## src/logic/motor_ctrl_pkg.sv

```systemverilog
// constants shared by the motor preset and alarm control block
package motor_ctrl_pkg;
    // clock and time base
    localparam int unsigned CLK_HZ          = 20_000_000;
    localparam int unsigned OVERLOAD_UNIT_MS = 100;      // overload threshold unit, 0.1 s
    localparam int unsigned COMM_UNIT_MS     = 1;        // timeout setting unit, 1 ms
    localparam int unsigned BLINK_HALF_MS    = 250;      // alarm led half period
    localparam int unsigned OVERLOAD_UNIT_CYC = CLK_HZ / 1000 * OVERLOAD_UNIT_MS;
    localparam int unsigned COMM_UNIT_CYC     = CLK_HZ / 1000 * COMM_UNIT_MS;
    localparam int unsigned BLINK_HALF_CYC    = CLK_HZ / 1000 * BLINK_HALF_MS;

    // register byte offsets
    localparam logic [7:0] REG_PRESET_POS   = 8'h00;
    localparam logic [7:0] REG_OVERLOAD_THR = 8'h04;
    localparam logic [7:0] REG_DEV_ON_THR   = 8'h08;
    localparam logic [7:0] REG_DEV_OFF_THR  = 8'h0C;
    localparam logic [7:0] REG_CONFIG       = 8'h10;
    localparam logic [7:0] REG_COMM_TIMEOUT = 8'h14;
    localparam logic [7:0] REG_COMM_ERR_LIM = 8'h18;
    localparam logic [7:0] REG_STATUS       = 8'h1C;
    localparam logic [7:0] REG_CMD_POS      = 8'h20;
    localparam logic [7:0] REG_COMM_ERR_CNT = 8'h24;

    // field widths
    localparam int POS_W  = 24;
    localparam int OVL_W  = 9;
    localparam int DEV_W  = 15;
    localparam int TMO_W  = 14;
    localparam int ERR_W  = 4;
    localparam int ALM_W  = 7;

    // reset values
    localparam logic [POS_W-1:0] PRESET_POS_RST   = 24'h000000;
    localparam logic [OVL_W-1:0] OVERLOAD_THR_RST = 9'h032;    // 50 x 0.1 s
    localparam logic [DEV_W-1:0] DEV_ON_THR_RST   = 15'h012C;  // 300 x 0.01 rev
    localparam logic [DEV_W-1:0] DEV_OFF_THR_RST  = 15'h2710;  // 10,000 x 0.01 rev
    localparam logic [TMO_W-1:0] COMM_TIMEOUT_RST = 14'h0000;  // monitoring off
    localparam logic [ERR_W-1:0] COMM_ERR_LIM_RST = 4'h3;
    localparam logic [2:0]       CONFIG_RST       = 3'h0;

    // config register bits
    localparam int CFG_RTH_EN     = 0;
    localparam int CFG_UNLOCK_DIR = 1;
    localparam int CFG_UNLOCK_REM = 2;

    // alarm bit positions
    localparam int ALM_OVERLOAD  = 0;
    localparam int ALM_DEV_ON    = 1;
    localparam int ALM_HOME      = 2;
    localparam int ALM_DEV_OFF   = 3;
    localparam int ALM_COMM_TMO  = 4;
    localparam int ALM_COMM_ERR  = 5;
    localparam int ALM_ABS_POS   = 6;
    // alarms that the fault clear input may clear
    localparam logic [ALM_W-1:0] RESETTABLE_MASK = 7'h3F;

    // status register bit positions above the alarm field
    localparam int ST_WARN   = 8;
    localparam int ST_CURR   = 9;
    localparam int ST_MOTION = 10;
    localparam int ST_UNLOCK = 11;

    // edge detector lanes
    localparam int EDGE_PRESET = 0;
    localparam int EDGE_CLEAR  = 1;
    localparam int EDGE_ABSCLR = 2;
    localparam int EDGE_EXCITE = 3;
    localparam int EDGE_N      = 4;
endpackage

```

## src/logic/edge_detect.sv

```systemverilog
// registered-history edge detector for a group of synchronous inputs
`timescale 1ns/10ps
module edge_detect #(
    parameter int WIDTH = 1
) (
    // clock and reset
    input  wire logic             clk,
    input  wire logic             nrst,
    input  wire logic             ce,
    // sampled levels and their edges
    input  wire logic [WIDTH-1:0] din,
    output logic      [WIDTH-1:0] rise,
    output logic      [WIDTH-1:0] fall
);
    logic [WIDTH-1:0] prev_q;

    // previous sample; starts low so a level already high at reset counts as a rise
    always_ff @(posedge clk or negedge nrst)
    begin
        if (!nrst)
            prev_q <= '0;
        else if (ce)
            prev_q <= din;
    end

    // gated by ce so an edge is seen in exactly one enabled cycle
    assign rise = ce ? (din & ~prev_q) : '0;
    assign fall = ce ? (~din & prev_q) : '0;
endmodule // edge_detect

```

## src/logic/motor_preset_alarm_control.sv

```systemverilog
// command position preset, alarm evaluation and clearing, tool unlock gating
`timescale 1ns/10ps
module motor_preset_alarm_control #(
    parameter int unsigned OVERLOAD_UNIT_CYC = motor_ctrl_pkg::OVERLOAD_UNIT_CYC,
    parameter int unsigned COMM_UNIT_CYC     = motor_ctrl_pkg::COMM_UNIT_CYC,
    parameter int unsigned BLINK_HALF_CYC    = motor_ctrl_pkg::BLINK_HALF_CYC
) (
    // clock, reset, enable
    input  wire logic        CLK,
    input  wire logic        NRST,
    input  wire logic        CE,
    // register port
    input  wire logic [7:0]  ADDR,
    input  wire logic [31:0] WDATA,
    input  wire logic        WR,
    input  wire logic        RD,
    output logic      [31:0] RDATA,
    // discrete control inputs
    input  wire logic        PRESET_IN,
    input  wire logic        FAULT_CLEAR_IN,
    input  wire logic        ABS_POSITION_FAULT_CLEAR_IN,
    input  wire logic        TOOL_UNLOCK_DIRECT_IN,
    input  wire logic        TOOL_UNLOCK_REMOTE_IN,
    input  wire logic        EXCITE_IN,
    // motion engine and sensing
    input  wire logic        MOTION_IN,
    input  wire logic        OVERLOAD_IN,
    input  wire logic [14:0] DEVIATION_IN,
    input  wire logic        POSITIONING_START_IN,
    input  wire logic        ORIGIN_SET_IN,
    input  wire logic        ABS_POSITION_ERROR_IN,
    // serial link events
    input  wire logic        COMM_ACTIVITY_IN,
    input  wire logic        COMM_ERROR_IN,
    // outputs
    output logic [23:0]      CMD_POSITION_OUT,
    output logic             FAULT_DIRECT_OUT,
    output logic             FAULT_REMOTE_OUT,
    output logic             ALARM_LED_OUT,
    output logic             MOTOR_CURRENT_OUT,
    output logic             MOTION_ACTIVE_OUT,
    output logic             DEV_OFF_WARN_OUT,
    output logic             TOOL_PERMIT_OUT
);
    localparam int ALM_W = motor_ctrl_pkg::ALM_W;

    // configuration registers
    logic [motor_ctrl_pkg::POS_W-1:0] preset_pos_q;
    logic [motor_ctrl_pkg::OVL_W-1:0] overload_thr_q;
    logic [motor_ctrl_pkg::DEV_W-1:0] dev_on_thr_q;
    logic [motor_ctrl_pkg::DEV_W-1:0] dev_off_thr_q;
    logic [2:0]                       config_q;
    logic [motor_ctrl_pkg::TMO_W-1:0] comm_timeout_q;
    logic [motor_ctrl_pkg::ERR_W-1:0] comm_err_lim_q;
    // block state
    logic [motor_ctrl_pkg::POS_W-1:0] cmd_pos_q;
    logic [ALM_W-1:0]                 alarm_q;
    logic [ALM_W-1:0]                 alarm_d;
    logic [ALM_W-1:0]                 alarm_set;
    logic [ALM_W-1:0]                 alarm_clr;
    logic [22:0]                      ovl_pre_q;
    logic [9:0]                       ovl_ticks_q;
    logic [14:0]                      ms_pre_q;
    logic [motor_ctrl_pkg::TMO_W-1:0] idle_ms_q;
    logic                             comm_armed_q;
    logic [motor_ctrl_pkg::ERR_W-1:0] err_cnt_q;
    logic [22:0]                      blink_cnt_q;
    logic                             led_q;
    logic                             warn_q;
    logic                             any_alarm;
    logic                             unlock;
    logic                             current_on;
    logic [31:0]                      rd_mux;
    logic [motor_ctrl_pkg::EDGE_N-1:0] edge_in;
    logic [motor_ctrl_pkg::EDGE_N-1:0] edge_rise;
    logic [motor_ctrl_pkg::EDGE_N-1:0] edge_fall;

    // one shared detector for every edge-triggered input
    assign edge_in = {EXCITE_IN, ABS_POSITION_FAULT_CLEAR_IN, FAULT_CLEAR_IN, PRESET_IN};

    edge_detect #(
        .WIDTH (motor_ctrl_pkg::EDGE_N)
    ) u_edges (
        .clk  (CLK),
        .nrst (NRST),
        .ce   (CE),
        .din  (edge_in),
        .rise (edge_rise),
        .fall (edge_fall)
    );

    // shared status terms
    assign any_alarm  = |alarm_q;
    assign current_on = EXCITE_IN && !any_alarm;
    // an unmapped source counts as on, so it cannot veto the other
    assign unlock = (!config_q[motor_ctrl_pkg::CFG_UNLOCK_DIR] || TOOL_UNLOCK_DIRECT_IN) &&
                    (!config_q[motor_ctrl_pkg::CFG_UNLOCK_REM] || TOOL_UNLOCK_REMOTE_IN);

    // register writes
    always_ff @(posedge CLK or negedge NRST)
    begin
        if (!NRST)
        begin
            preset_pos_q   <= motor_ctrl_pkg::PRESET_POS_RST;
            overload_thr_q <= motor_ctrl_pkg::OVERLOAD_THR_RST;
            dev_on_thr_q   <= motor_ctrl_pkg::DEV_ON_THR_RST;
            dev_off_thr_q  <= motor_ctrl_pkg::DEV_OFF_THR_RST;
            config_q       <= motor_ctrl_pkg::CONFIG_RST;
            comm_timeout_q <= motor_ctrl_pkg::COMM_TIMEOUT_RST;
            comm_err_lim_q <= motor_ctrl_pkg::COMM_ERR_LIM_RST;
        end
        else if (CE && WR)
        begin
            unique case (ADDR)
                motor_ctrl_pkg::REG_PRESET_POS:   preset_pos_q   <= WDATA[23:0];
                motor_ctrl_pkg::REG_OVERLOAD_THR: overload_thr_q <= WDATA[8:0];
                motor_ctrl_pkg::REG_DEV_ON_THR:   dev_on_thr_q   <= WDATA[14:0];
                motor_ctrl_pkg::REG_DEV_OFF_THR:  dev_off_thr_q  <= WDATA[14:0];
                motor_ctrl_pkg::REG_CONFIG:       config_q       <= WDATA[2:0];
                motor_ctrl_pkg::REG_COMM_TIMEOUT: comm_timeout_q <= WDATA[13:0];
                motor_ctrl_pkg::REG_COMM_ERR_LIM: comm_err_lim_q <= WDATA[3:0];
                default: ;   // read-only and unmapped offsets ignore writes
            endcase
        end
    end

    // read mux; unmapped offsets read as zero
    always_comb
    begin
        rd_mux = 32'h00000000;
        unique case (ADDR)
            motor_ctrl_pkg::REG_PRESET_POS:   rd_mux[23:0] = preset_pos_q;
            motor_ctrl_pkg::REG_OVERLOAD_THR: rd_mux[8:0]  = overload_thr_q;
            motor_ctrl_pkg::REG_DEV_ON_THR:   rd_mux[14:0] = dev_on_thr_q;
            motor_ctrl_pkg::REG_DEV_OFF_THR:  rd_mux[14:0] = dev_off_thr_q;
            motor_ctrl_pkg::REG_CONFIG:       rd_mux[2:0]  = config_q;
            motor_ctrl_pkg::REG_COMM_TIMEOUT: rd_mux[13:0] = comm_timeout_q;
            motor_ctrl_pkg::REG_COMM_ERR_LIM: rd_mux[3:0]  = comm_err_lim_q;
            motor_ctrl_pkg::REG_STATUS:
            begin
                rd_mux[ALM_W-1:0]                 = alarm_q;
                rd_mux[motor_ctrl_pkg::ST_WARN]   = warn_q;
                rd_mux[motor_ctrl_pkg::ST_CURR]   = MOTOR_CURRENT_OUT;
                rd_mux[motor_ctrl_pkg::ST_MOTION] = MOTION_ACTIVE_OUT;
                rd_mux[motor_ctrl_pkg::ST_UNLOCK] = TOOL_PERMIT_OUT;
            end
            motor_ctrl_pkg::REG_CMD_POS:      rd_mux[23:0] = cmd_pos_q;
            motor_ctrl_pkg::REG_COMM_ERR_CNT: rd_mux[3:0]  = err_cnt_q;
            default: ;
        endcase
    end

    // read data stands only in the cycle after the strobe
    always_ff @(posedge CLK or negedge NRST)
    begin
        if (!NRST)
            RDATA <= 32'h00000000;
        else if (CE)
            RDATA <= RD ? rd_mux : 32'h00000000;
    end

    // preset: the motion flag is the registered operating indication
    always_ff @(posedge CLK or negedge NRST)
    begin
        if (!NRST)
            cmd_pos_q <= motor_ctrl_pkg::PRESET_POS_RST;
        else if (CE && edge_rise[motor_ctrl_pkg::EDGE_PRESET]
                 && !any_alarm && !MOTION_ACTIVE_OUT)
            cmd_pos_q <= preset_pos_q;
    end

    // overload timer counts whole 0.1 s units while overload persists
    always_ff @(posedge CLK or negedge NRST)
    begin
        if (!NRST)
        begin
            ovl_pre_q   <= 23'h000000;
            ovl_ticks_q <= 10'h000;
        end
        else if (CE)
        begin
            if (!OVERLOAD_IN)
            begin
                ovl_pre_q   <= 23'h000000;
                ovl_ticks_q <= 10'h000;
            end
            else if (ovl_pre_q == 23'(OVERLOAD_UNIT_CYC - 1))
            begin
                ovl_pre_q <= 23'h000000;
                if (ovl_ticks_q != 10'h3FF)   // saturate, never wrap back under threshold
                    ovl_ticks_q <= ovl_ticks_q + 10'h001;
            end
            else
                ovl_pre_q <= ovl_pre_q + 23'h000001;
        end
    end

    // serial idle timer in ms; armed by the first activity so power-up is quiet
    always_ff @(posedge CLK or negedge NRST)
    begin
        if (!NRST)
        begin
            ms_pre_q     <= 15'h0000;
            idle_ms_q    <= 14'h0000;
            comm_armed_q <= 1'b0;
        end
        else if (CE)
        begin
            if (COMM_ACTIVITY_IN)
            begin
                ms_pre_q     <= 15'h0000;
                idle_ms_q    <= 14'h0000;
                comm_armed_q <= 1'b1;
            end
            else
            begin
                if (alarm_set[motor_ctrl_pkg::ALM_COMM_TMO])
                    comm_armed_q <= 1'b0;   // one alarm per silence
                if (ms_pre_q == 15'(COMM_UNIT_CYC - 1))
                begin
                    ms_pre_q <= 15'h0000;
                    if (idle_ms_q != 14'h3FFF)
                        idle_ms_q <= idle_ms_q + 14'h0001;
                end
                else
                    ms_pre_q <= ms_pre_q + 15'h0001;
            end
        end
    end

    // serial error counter; restarts when the fault clear input falls
    always_ff @(posedge CLK or negedge NRST)
    begin
        if (!NRST)
            err_cnt_q <= 4'h0;
        else if (CE)
        begin
            if (edge_fall[motor_ctrl_pkg::EDGE_CLEAR])
                err_cnt_q <= COMM_ERROR_IN ? 4'h1 : 4'h0;   // a new error still counts
            else if (COMM_ERROR_IN && err_cnt_q != 4'hF)
                err_cnt_q <= err_cnt_q + 4'h1;
        end
    end

    // current-off deviation warning
    always_ff @(posedge CLK or negedge NRST)
    begin
        if (!NRST)
            warn_q <= 1'b0;
        else if (CE)
            warn_q <= !current_on && (DEVIATION_IN > dev_off_thr_q);
    end

    // alarm sources
    always_comb
    begin
        alarm_set = '0;
        alarm_set[motor_ctrl_pkg::ALM_OVERLOAD] =
            (ovl_ticks_q > {1'b0, overload_thr_q});
        alarm_set[motor_ctrl_pkg::ALM_DEV_ON] =
            current_on && (DEVIATION_IN > dev_on_thr_q);
        alarm_set[motor_ctrl_pkg::ALM_HOME] = config_q[motor_ctrl_pkg::CFG_RTH_EN] &&
            POSITIONING_START_IN && !ORIGIN_SET_IN;
        alarm_set[motor_ctrl_pkg::ALM_DEV_OFF] =
            warn_q && edge_rise[motor_ctrl_pkg::EDGE_EXCITE];
        alarm_set[motor_ctrl_pkg::ALM_COMM_TMO] = comm_armed_q && !COMM_ACTIVITY_IN &&
            (comm_timeout_q != 14'h0000) && (idle_ms_q >= comm_timeout_q);
        alarm_set[motor_ctrl_pkg::ALM_COMM_ERR] = !edge_fall[motor_ctrl_pkg::EDGE_CLEAR] &&
            (err_cnt_q >= comm_err_lim_q) && (comm_err_lim_q != 4'h0);
        alarm_set[motor_ctrl_pkg::ALM_ABS_POS] = ABS_POSITION_ERROR_IN;
    end

    // alarm clearing: fault clear hits resettable ones, abs clear only its own
    always_comb
    begin
        alarm_clr = '0;
        if (edge_fall[motor_ctrl_pkg::EDGE_CLEAR])
            alarm_clr = motor_ctrl_pkg::RESETTABLE_MASK;
        if (edge_fall[motor_ctrl_pkg::EDGE_ABSCLR] && alarm_q[motor_ctrl_pkg::ALM_ABS_POS])
            alarm_clr[motor_ctrl_pkg::ALM_ABS_POS] = 1'b1;
        alarm_d = (alarm_q & ~alarm_clr) | alarm_set;   // a fresh cause beats the clear
    end

    // sticky alarm flags
    always_ff @(posedge CLK or negedge NRST)
    begin
        if (!NRST)
            alarm_q <= '0;
        else if (CE)
            alarm_q <= alarm_d;
    end

    // led blink timer runs only while an alarm stands
    always_ff @(posedge CLK or negedge NRST)
    begin
        if (!NRST)
        begin
            blink_cnt_q <= 23'h000000;
            led_q       <= 1'b0;
        end
        else if (CE)
        begin
            if (!(|alarm_d))
            begin
                blink_cnt_q <= 23'h000000;
                led_q       <= 1'b0;
            end
            else if (!any_alarm || blink_cnt_q == 23'(BLINK_HALF_CYC - 1))
            begin
                blink_cnt_q <= 23'h000000;
                led_q       <= !any_alarm ? 1'b1 : !led_q;   // lit in the alarm's first cycle
            end
            else
                blink_cnt_q <= blink_cnt_q + 23'h000001;
        end
    end

    // registered outputs; fault pins and motor current switched from the next alarm state together
    always_ff @(posedge CLK or negedge NRST)
    begin
        if (!NRST)
        begin
            FAULT_DIRECT_OUT  <= 1'b1;
            FAULT_REMOTE_OUT  <= 1'b0;
            MOTOR_CURRENT_OUT <= 1'b0;
            MOTION_ACTIVE_OUT <= 1'b0;
            DEV_OFF_WARN_OUT  <= 1'b0;
            TOOL_PERMIT_OUT   <= 1'b0;
        end
        else if (CE)
        begin
            FAULT_DIRECT_OUT  <= !(|alarm_d);
            FAULT_REMOTE_OUT  <= |alarm_d;
            MOTOR_CURRENT_OUT <= EXCITE_IN && !(|alarm_d);
            MOTION_ACTIVE_OUT <= MOTION_IN;
            DEV_OFF_WARN_OUT  <= !current_on && (DEVIATION_IN > dev_off_thr_q);
            TOOL_PERMIT_OUT   <= unlock;
        end
    end

    assign ALARM_LED_OUT    = led_q;
    assign CMD_POSITION_OUT = cmd_pos_q;
endmodule // motor_preset_alarm_control

```

## config.mk

```make
export PLATFORM = sky130hd
export DESIGN_NAME = motor_preset_alarm_control
export DESIGN_NICKNAME = d
export VERILOG_FILES = /design/src/logic/motor_ctrl_pkg.sv /design/src/logic/edge_detect.sv /design/src/logic/motor_preset_alarm_control.sv
export SDC_FILE = /design/constraint.sdc
export NUM_CORES = 1
export LEC_CHECK = 0
export BUFFER_PORTS_ARGS = -buffer_cell sky130_fd_sc_hd__buf_2
export CAP_MARGIN = 20
export CORE_MARGIN = 3
export CORE_UTILIZATION = 40
export CTS_CLUSTER_SIZE = 14
export DETAILED_ROUTE_END_ITERATION = 7
export SLEW_MARGIN = 30
export SYNTH_ARGS = -nofsm -noshare
export SYNTH_HDL_FRONTEND = slang
export SYNTH_SLANG_ARGS = --single-unit
```

## constraint.sdc

```tcl
create_clock -name CLK -period 6.01 [get_ports CLK]
set_clock_uncertainty 0.1 [all_clocks]
set_input_delay 0.9015 -clock CLK [delete_from_list [all_inputs] [get_ports CLK]]
set_output_delay 0.9015 -clock CLK [all_outputs]
set_load 0.005 [all_outputs]
```

==> impl_metrics.ini, run 1 <==
[setup_path]
crit_path_max_fanout = 17
critical_path_required_ns = 6.32
crit_path_start_kind = primary input
critPathCaptureType = flip-flop
r2r_cells = 9
arrival_ns = 3.72
critPathKind = in2reg

[timing]
rsz0062_at_grt = no
finalSetupTns_ns = 0
setup_viol = 0
clock.fmax_mhz = 293
max_slew.worst_pin.slew_ns = 0.964
slew_viol_final = 0
period_share = 0.567
min_period_ns = 3.41
hold_viol_final = 0
slew_headroom = 0.355

[floorplan]
rows = 64
pin_count = 136
core_um2 = 31000
die_w_um = 184
die_h_um = 184
start_util = 0.411
die_area_um2 = 34000

[clock_network]
htreeDepth = 1
clk_path_buf_depth = 3
cts_sinks = 240
tritoncts = yes
post_cts.repair.setup_buffers = 0
cts_buffers = 27
cts.clk_slew.worst_paths_ns = 0.06
holdBufCountCts = 0
cts-root-buf = clkbuf_16
clkLatencyLatePin_ns = 0.54
cts_resized = 0

[run]
drv_cap = 0

[synthesis]
yosysUniqueCellTypes = 76
synth_top_cells_by_area = dfrtp_1, mux2_2, ha_1, nand2_1, o21ai_0
synth_top_cell_by_area = dfrtp_1
synth_area_per_cell_um2 = 10.4
yosys_warnings = 0
syn-instance-count = 1227
syn_area_um2 = 12700
synthArstFlopShare = 1.00
synthFlopType = dfrtp_1
synth_edf_count = 0
synth_seq_area_share = 0.473
synth_top_area_frac = 0.442
synth_seq_cells = 240

[pwr]
power.net_switching_mw = 0.971
clockPowerShare = 0.440
p_seq_frac = 0.463
power_density_nw_per_um2 = 263
power_mw = 3.84
p_int_mw = 2.87
vdd_ir_drop_max_mv = 0.206
power.share.combinational = 0.096
leakagePower_nw = 6.99
switching_share = 0.253

[cells_and_area]
nFillCells = 2894
layout_common_cells = dfrtp_1, buf_2, nand2_1
final_common_cell = dfrtp_1
drive_gt1_frac = 0.233
ff_latch_area_um2 = 6020
post-route-util = 0.472
area_delta_synth_final_pct = 15.0
n_antenna_cell = 0
fin_cells = 1758
nets = 1477
multi_input_area_um2 = 6240

[routing]
vias_per_cell = 5.55
avgRoutedWirePerCell_um = 18.3
detail_route.first_pass.iterations = 5
ant_nets = 0
vias = 9765
drc = 0
drt_iter0_drc = 609
drt-total-wl_um = 32200

[placed_design]
placement.io_buffers = 119
place.gp.congestion = 0.832
place_inst = 1708
dp_hpwl_um = 23300

[global_routing]
gr-usage-all-layers = 0.190
antenna_found_initial = 2
grt_pass1_vias = 9782
overflow = 0
grt_pass1_wl_um = 52600
grt_max_degree = 87

[run_status]
status = completed

[worst_hold_path]
hold_class = in2async
==> final timing paths <==
check                      slack (ns)                   to                from
setup / recovery                 2.60      dev_on_thr_q[0]             ADDR[5]
hold / removal                   0.25  CMD_POSITION_OUT[2]                NRST
setup reg to reg                 2.91      blink_cnt_q[15]  comm_timeout_q[11]
hold reg to reg                  0.38             RDATA[1]            RDATA[1]
max in group asynchronous        4.33      dev_on_thr_q[9]                NRST
min in group CLK                 0.38             RDATA[1]            RDATA[1]
==> cells in the mapped netlist (4+ instances only) <==
| cell type | count |
|---|---|
| dfrtp_1 | 225 |
| nand2_1 | 115 |
| nor2_1 | 97 |
| mux2_2 | 92 |
| o21ai_0 | 86 |
| inv_1 | 71 |
| ha_1 | 63 |
| nand3_1 | 41 |
| a21oi_1 | 37 |
| xor2_1 | 33 |
| o2bb2ai_1 | 26 |
| clkbuf_1 | 23 |
| nand4_1 | 22 |
| nor3_1 | 19 |
| xnor2_1 | 17 |
| mux2i_1 | 16 |
| a221oi_1 | 15 |
| and3_1 | 15 |
| dfstp_2 | 15 |
| a21o_1 | 13 |
| buf_2 | 13 |
| a22oi_1 | 11 |
| and4_1 | 11 |
| buf_4 | 10 |
| a22o_1 | 9 |
| nand2b_1 | 8 |
| o31ai_1 | 8 |
| or3_1 | 8 |
| nor2b_1 | 7 |
| a31oi_1 | 6 |
| buf_1 | 5 |
| nor3_2 | 5 |
| nor4_1 | 5 |
| o21a_1 | 5 |
| a32o_1 | 4 |
| and2_1 | 4 |
| mux4_2 | 4 |
| o2111ai_1 | 4 |
==> flip-flops by register name (all words and copies together), names as in the netlist, 9 cells and up <==
name	cells
blink_cnt_q	23
ovl_ticks_q	10
overload_thr_q	9
CMD_POSITION_OUT	24
idle_ms_q	14
comm_timeout_q	14
ms_pre_q	15
dev_on_thr_q	15
RDATA	24
preset_pos_q	24
ovl_pre_q	23
dev_off_thr_q	15
==> kinds of logic (layout without fill, tap and decap cells) <==
logic type / Yosys count / after routing / synth area share
other: 1 / 8 / 0.000295
buffers and inverters: 123 / 251 / 0.0405
XOR/XNOR: 50 / 50 / 0.0344
adder cells (fa/ha/maj): 63 / 63 / 0.0619
multiplexers: 112 / 112 / 0.101
AND/OR/NAND/NOR: 388 / 388 / 0.156
flip-flops: 240 / 240 / 0.473
AO/OA/AOI/OAI: 250 / 250 / 0.133
==> area by class of cell <==
type | instances | share of cell area
sequential | 240 | 0.412
tap | 396 | 0.0339
clock buffer | 35 | 0.0523
timing repair buffer | 129 | 0.0465
multi-input combinational | 871 | 0.426
inverter | 72 | 0.0185
clock inverter | 15 | 0.0107
==> worst max-delay path: stages <==
cell     delay [ns]
buf_2          0.13
nor3_4         0.67
nand3_1        0.41
nor3_2         0.37
nand3_1        0.70
mux2_2         0.53
==> power groups by stage <==
stage / Combinational (mW) / Clock (mW) / Sequential, mW
2_1_floorplan: 0.241 / 0 / 1.78
3_3_place_gp: 0.360 / 0 / 1.81
3_5_place_dp: 0.374 / 0 / 1.81
4_1_cts: 0.375 / 1.74 / 1.78
5_1_grt: 0.424 / 1.81 / 1.79
6_report: 0.370 / 1.69 / 1.78
==> metrics by stage <==
step / area, um^2 / hold slack, ns / setup slack [ns]
global placement: 13700 / 0.357 / 2.17
global route: 14600 / 0.312 / 2.44
detailed placement: 13700 / 0.368 / 2.14
floorplan: 12800 / 0.346 / 3.33
finish: 14600 / 0.252 / 2.60
CTS: 14600 / 0.284 / 2.68
==> routing by layer <==
layer,track usage,vias up,share of wire
li1,-,4640,-
met1,0.264,4846,0.46
met2,0.306,229,0.46
met3,0.0410,46,0.061
met4,0.0435,4,0.021
met5,0,-,0.00072
(Power assumes the default switching activity.)
==> run 2, diff against run 1 <==
==> constraint.sdc (replaced) <==
create_clock -name CLK -period 3.2 [get_ports CLK]
set_clock_uncertainty 0.1 [all_clocks]
set_input_delay 0.48 -clock CLK [delete_from_list [all_inputs] [get_ports CLK]]
set_output_delay 0.48 -clock CLK [all_outputs]
set_load 0.005 [all_outputs]
==> run 2 against run 1 <==
Against the previous run:
- combinational power grew 95%
- hold slack got worse by 0.17 ns
- first-iteration DRC count down 17%
- cell count up 1.4%
- critical path depth is 3 higher
- cell area is 1.3% higher
- sequential power up 88%
- flip-flop and latch count unchanged
- register-to-register slack lost 2.5 ns
- critical endpoint is now FAULT_DIRECT_OUT
- largest cell class unchanged
- highest routed layer unchanged
==> impl_metrics.ini, run 2 (synthesis results as in run 1) <==
[clock_network]
clkLatencyLatePin_ns = 0.54
cts_resized = 0
cts-root-buf = clkbuf_16
htreeDepth = 1
clk_path_buf_depth = 3
cts_buffers = 27
tritoncts = yes
cts.clk_slew.worst_paths_ns = 0.06
cts_sinks = 240

[timing]
period_share = 0.867
min_period_ns = 2.77
slew_headroom = 0.503
finalSetupTns_ns = 0
rsz0062_at_grt = no
setup_viol = 0
slew_viol_final = 0
finalWorstSetupSlack_ns = 0.426
hold_viol_final = 0
max_slew.worst_pin.slew_ns = 0.745
clock.fmax_mhz = 361

[cells_and_area]
final_common_cell = dfrtp_1
post-route-util = 0.478
layout_common_cells = dfrtp_1, buf_2, nand2_1
n_antenna_cell = 0
area_delta_synth_final_pct = 16.4
fin_area_um2 = 14800
drive_gt1_frac = 0.241
nets = 1503
multi_input_area_um2 = 6220
nFillCells = 2836
ff_latch_area_um2 = 6020

[routing]
avgRoutedWirePerCell_um = 18.4
drc = 0
ant_nets = 0
drt-total-wl_um = 32800
vias_per_cell = 5.48
drt_iter0_drc = 507
vias = 9769
detail_route.first_pass.iterations = 5

[global_routing]
grtUsageMet3 = 0.0369
grt_pass1_wl_um = 53700
grt_use_met2 = 0.308
top_usage_layer = met2
overflow = 0
gr-usage-all-layers = 0.195
grt_max_degree = 84
antenna_found_initial = 3
gr-usage-met1 = 0.278
grt_pass1_vias = 9987

[worst_hold_path]
hold_depth = 2
hold_class = in2reg
holdCritStartpoint = WDATA[17]
holdPathEnd = preset_pos_q[17]

[setup_path]
arrival_ns = 3.15
critPathKind = reg2reg
r2r-end = FAULT_DIRECT_OUT
crit_buf_inv = 1
cp_slowest_cell = nor2_1
r2r_cells = 9
crit_path_start_kind = flip-flop
critical_path_required_ns = 3.57
critPathCaptureType = flip-flop
crit_path_max_fanout = 4
path_common_cell = a21o_1
path_delay_family = compound AO/OA/AOI/OAI gates
reg2reg_from = comm_timeout_q[11]
slowest_delay_ns = 0.44
rrSetupSlack_ns = 0.43
worstPathCellList = inv_1 -> ha_1 -> a21o_1 -> a21o_1 -> a221o_1 -> o2111ai_1 -> nand3_1 -> nor2_1 -> mux2_2

[run_status]
status = completed

[floorplan]
pin_count = 136
start_util = 0.411
core_um2 = 31000
die_h_um = 184
rows = 64
die_area_um2 = 34000
die_w_um = 184

[pwr]
power_density_nw_per_um2 = 487
vdd_ir_drop_max_mv = 0.366
leakagePower_nw = 7.09

[placed_design]
dp_hpwl_um = 23900
dpl_cell_area_um2 = 13900
place_ws_ns = 0.424
placement.io_buffers = 119
place.gp.congestion = 0.852

[run]
drv_cap = 0
run 2: changes by cell type in the layout (fill, tap and decap cells not counted), moves of 2 or more:
cell      change
buf_4        +23
buf_12        +2
clkbuf_1      +7
clkinv_2      -7
run 2: stage by stage:
stage | power, mW | hold slack (ns) | cells
after floorplan | 3.79 | 0.0844 | 1234
after global placement | 4.09 | 0.357 | 1733
after detailed placement | 4.12 | 0.364 | 1733
after CTS | 7.31 | 0.0556 | 1783
after global routing | 7.53 | 0.0687 | 1783
final | 7.21 | 0.0795 | 1783
run 2: worst reg2reg max path: stages, from the launching register on:
cell       delay, ns
dfrtp_1         0.37
inv_1           0.07
ha_1            0.31
a21o_1          0.19
a21o_1          0.17
a221o_1         0.32
o2111ai_1       0.38
nand3_1         0.13
nor2_1          0.44
mux2_2          0.25
run 2: final cells by class:
type | count | share of cell area
Timing Repair Buffer | 155 | 0.0610
Clock inverter | 8 | 0.00819
Sequential cell | 240 | 0.407
Clock buffer | 41 | 0.0525
Inverter | 72 | 0.0182
Multi-Input combinational cell | 871 | 0.420
Tap cell | 396 | 0.0334
run 2: routing by layer:
metal,vias to the layer above,wire (um)
li1,4695,-
met1,4785,15100
met2,231,15000
met3,52,1910
met4,6,758
met5,-,41
run 2: power breakdown:
group          switching [mW]  internal [mW]
combinational           0.417          0.306
sequential              0.163           3.18
clock                    1.23           1.91
total                    1.81           5.40
run 2: repair_timing:
item | in CTS | in global routing
buffers inserted | 0 | 0
endpoints found under the hold margin | 75 | 0
hold buffers | 1 | 0
run 2: worst max path at each step:
stage                       startpoint  cells past startpoint                to
floorplan                 idle_ms_q[0]                     11   blink_cnt_q[17]
global placement    comm_timeout_q[11]                      9  FAULT_DIRECT_OUT
detailed placement  comm_timeout_q[11]                      9  FAULT_DIRECT_OUT
CTS                 comm_timeout_q[11]                      9  FAULT_DIRECT_OUT
global route        comm_timeout_q[11]                      9     ALARM_LED_OUT
finish              comm_timeout_q[11]                      9  FAULT_DIRECT_OUT
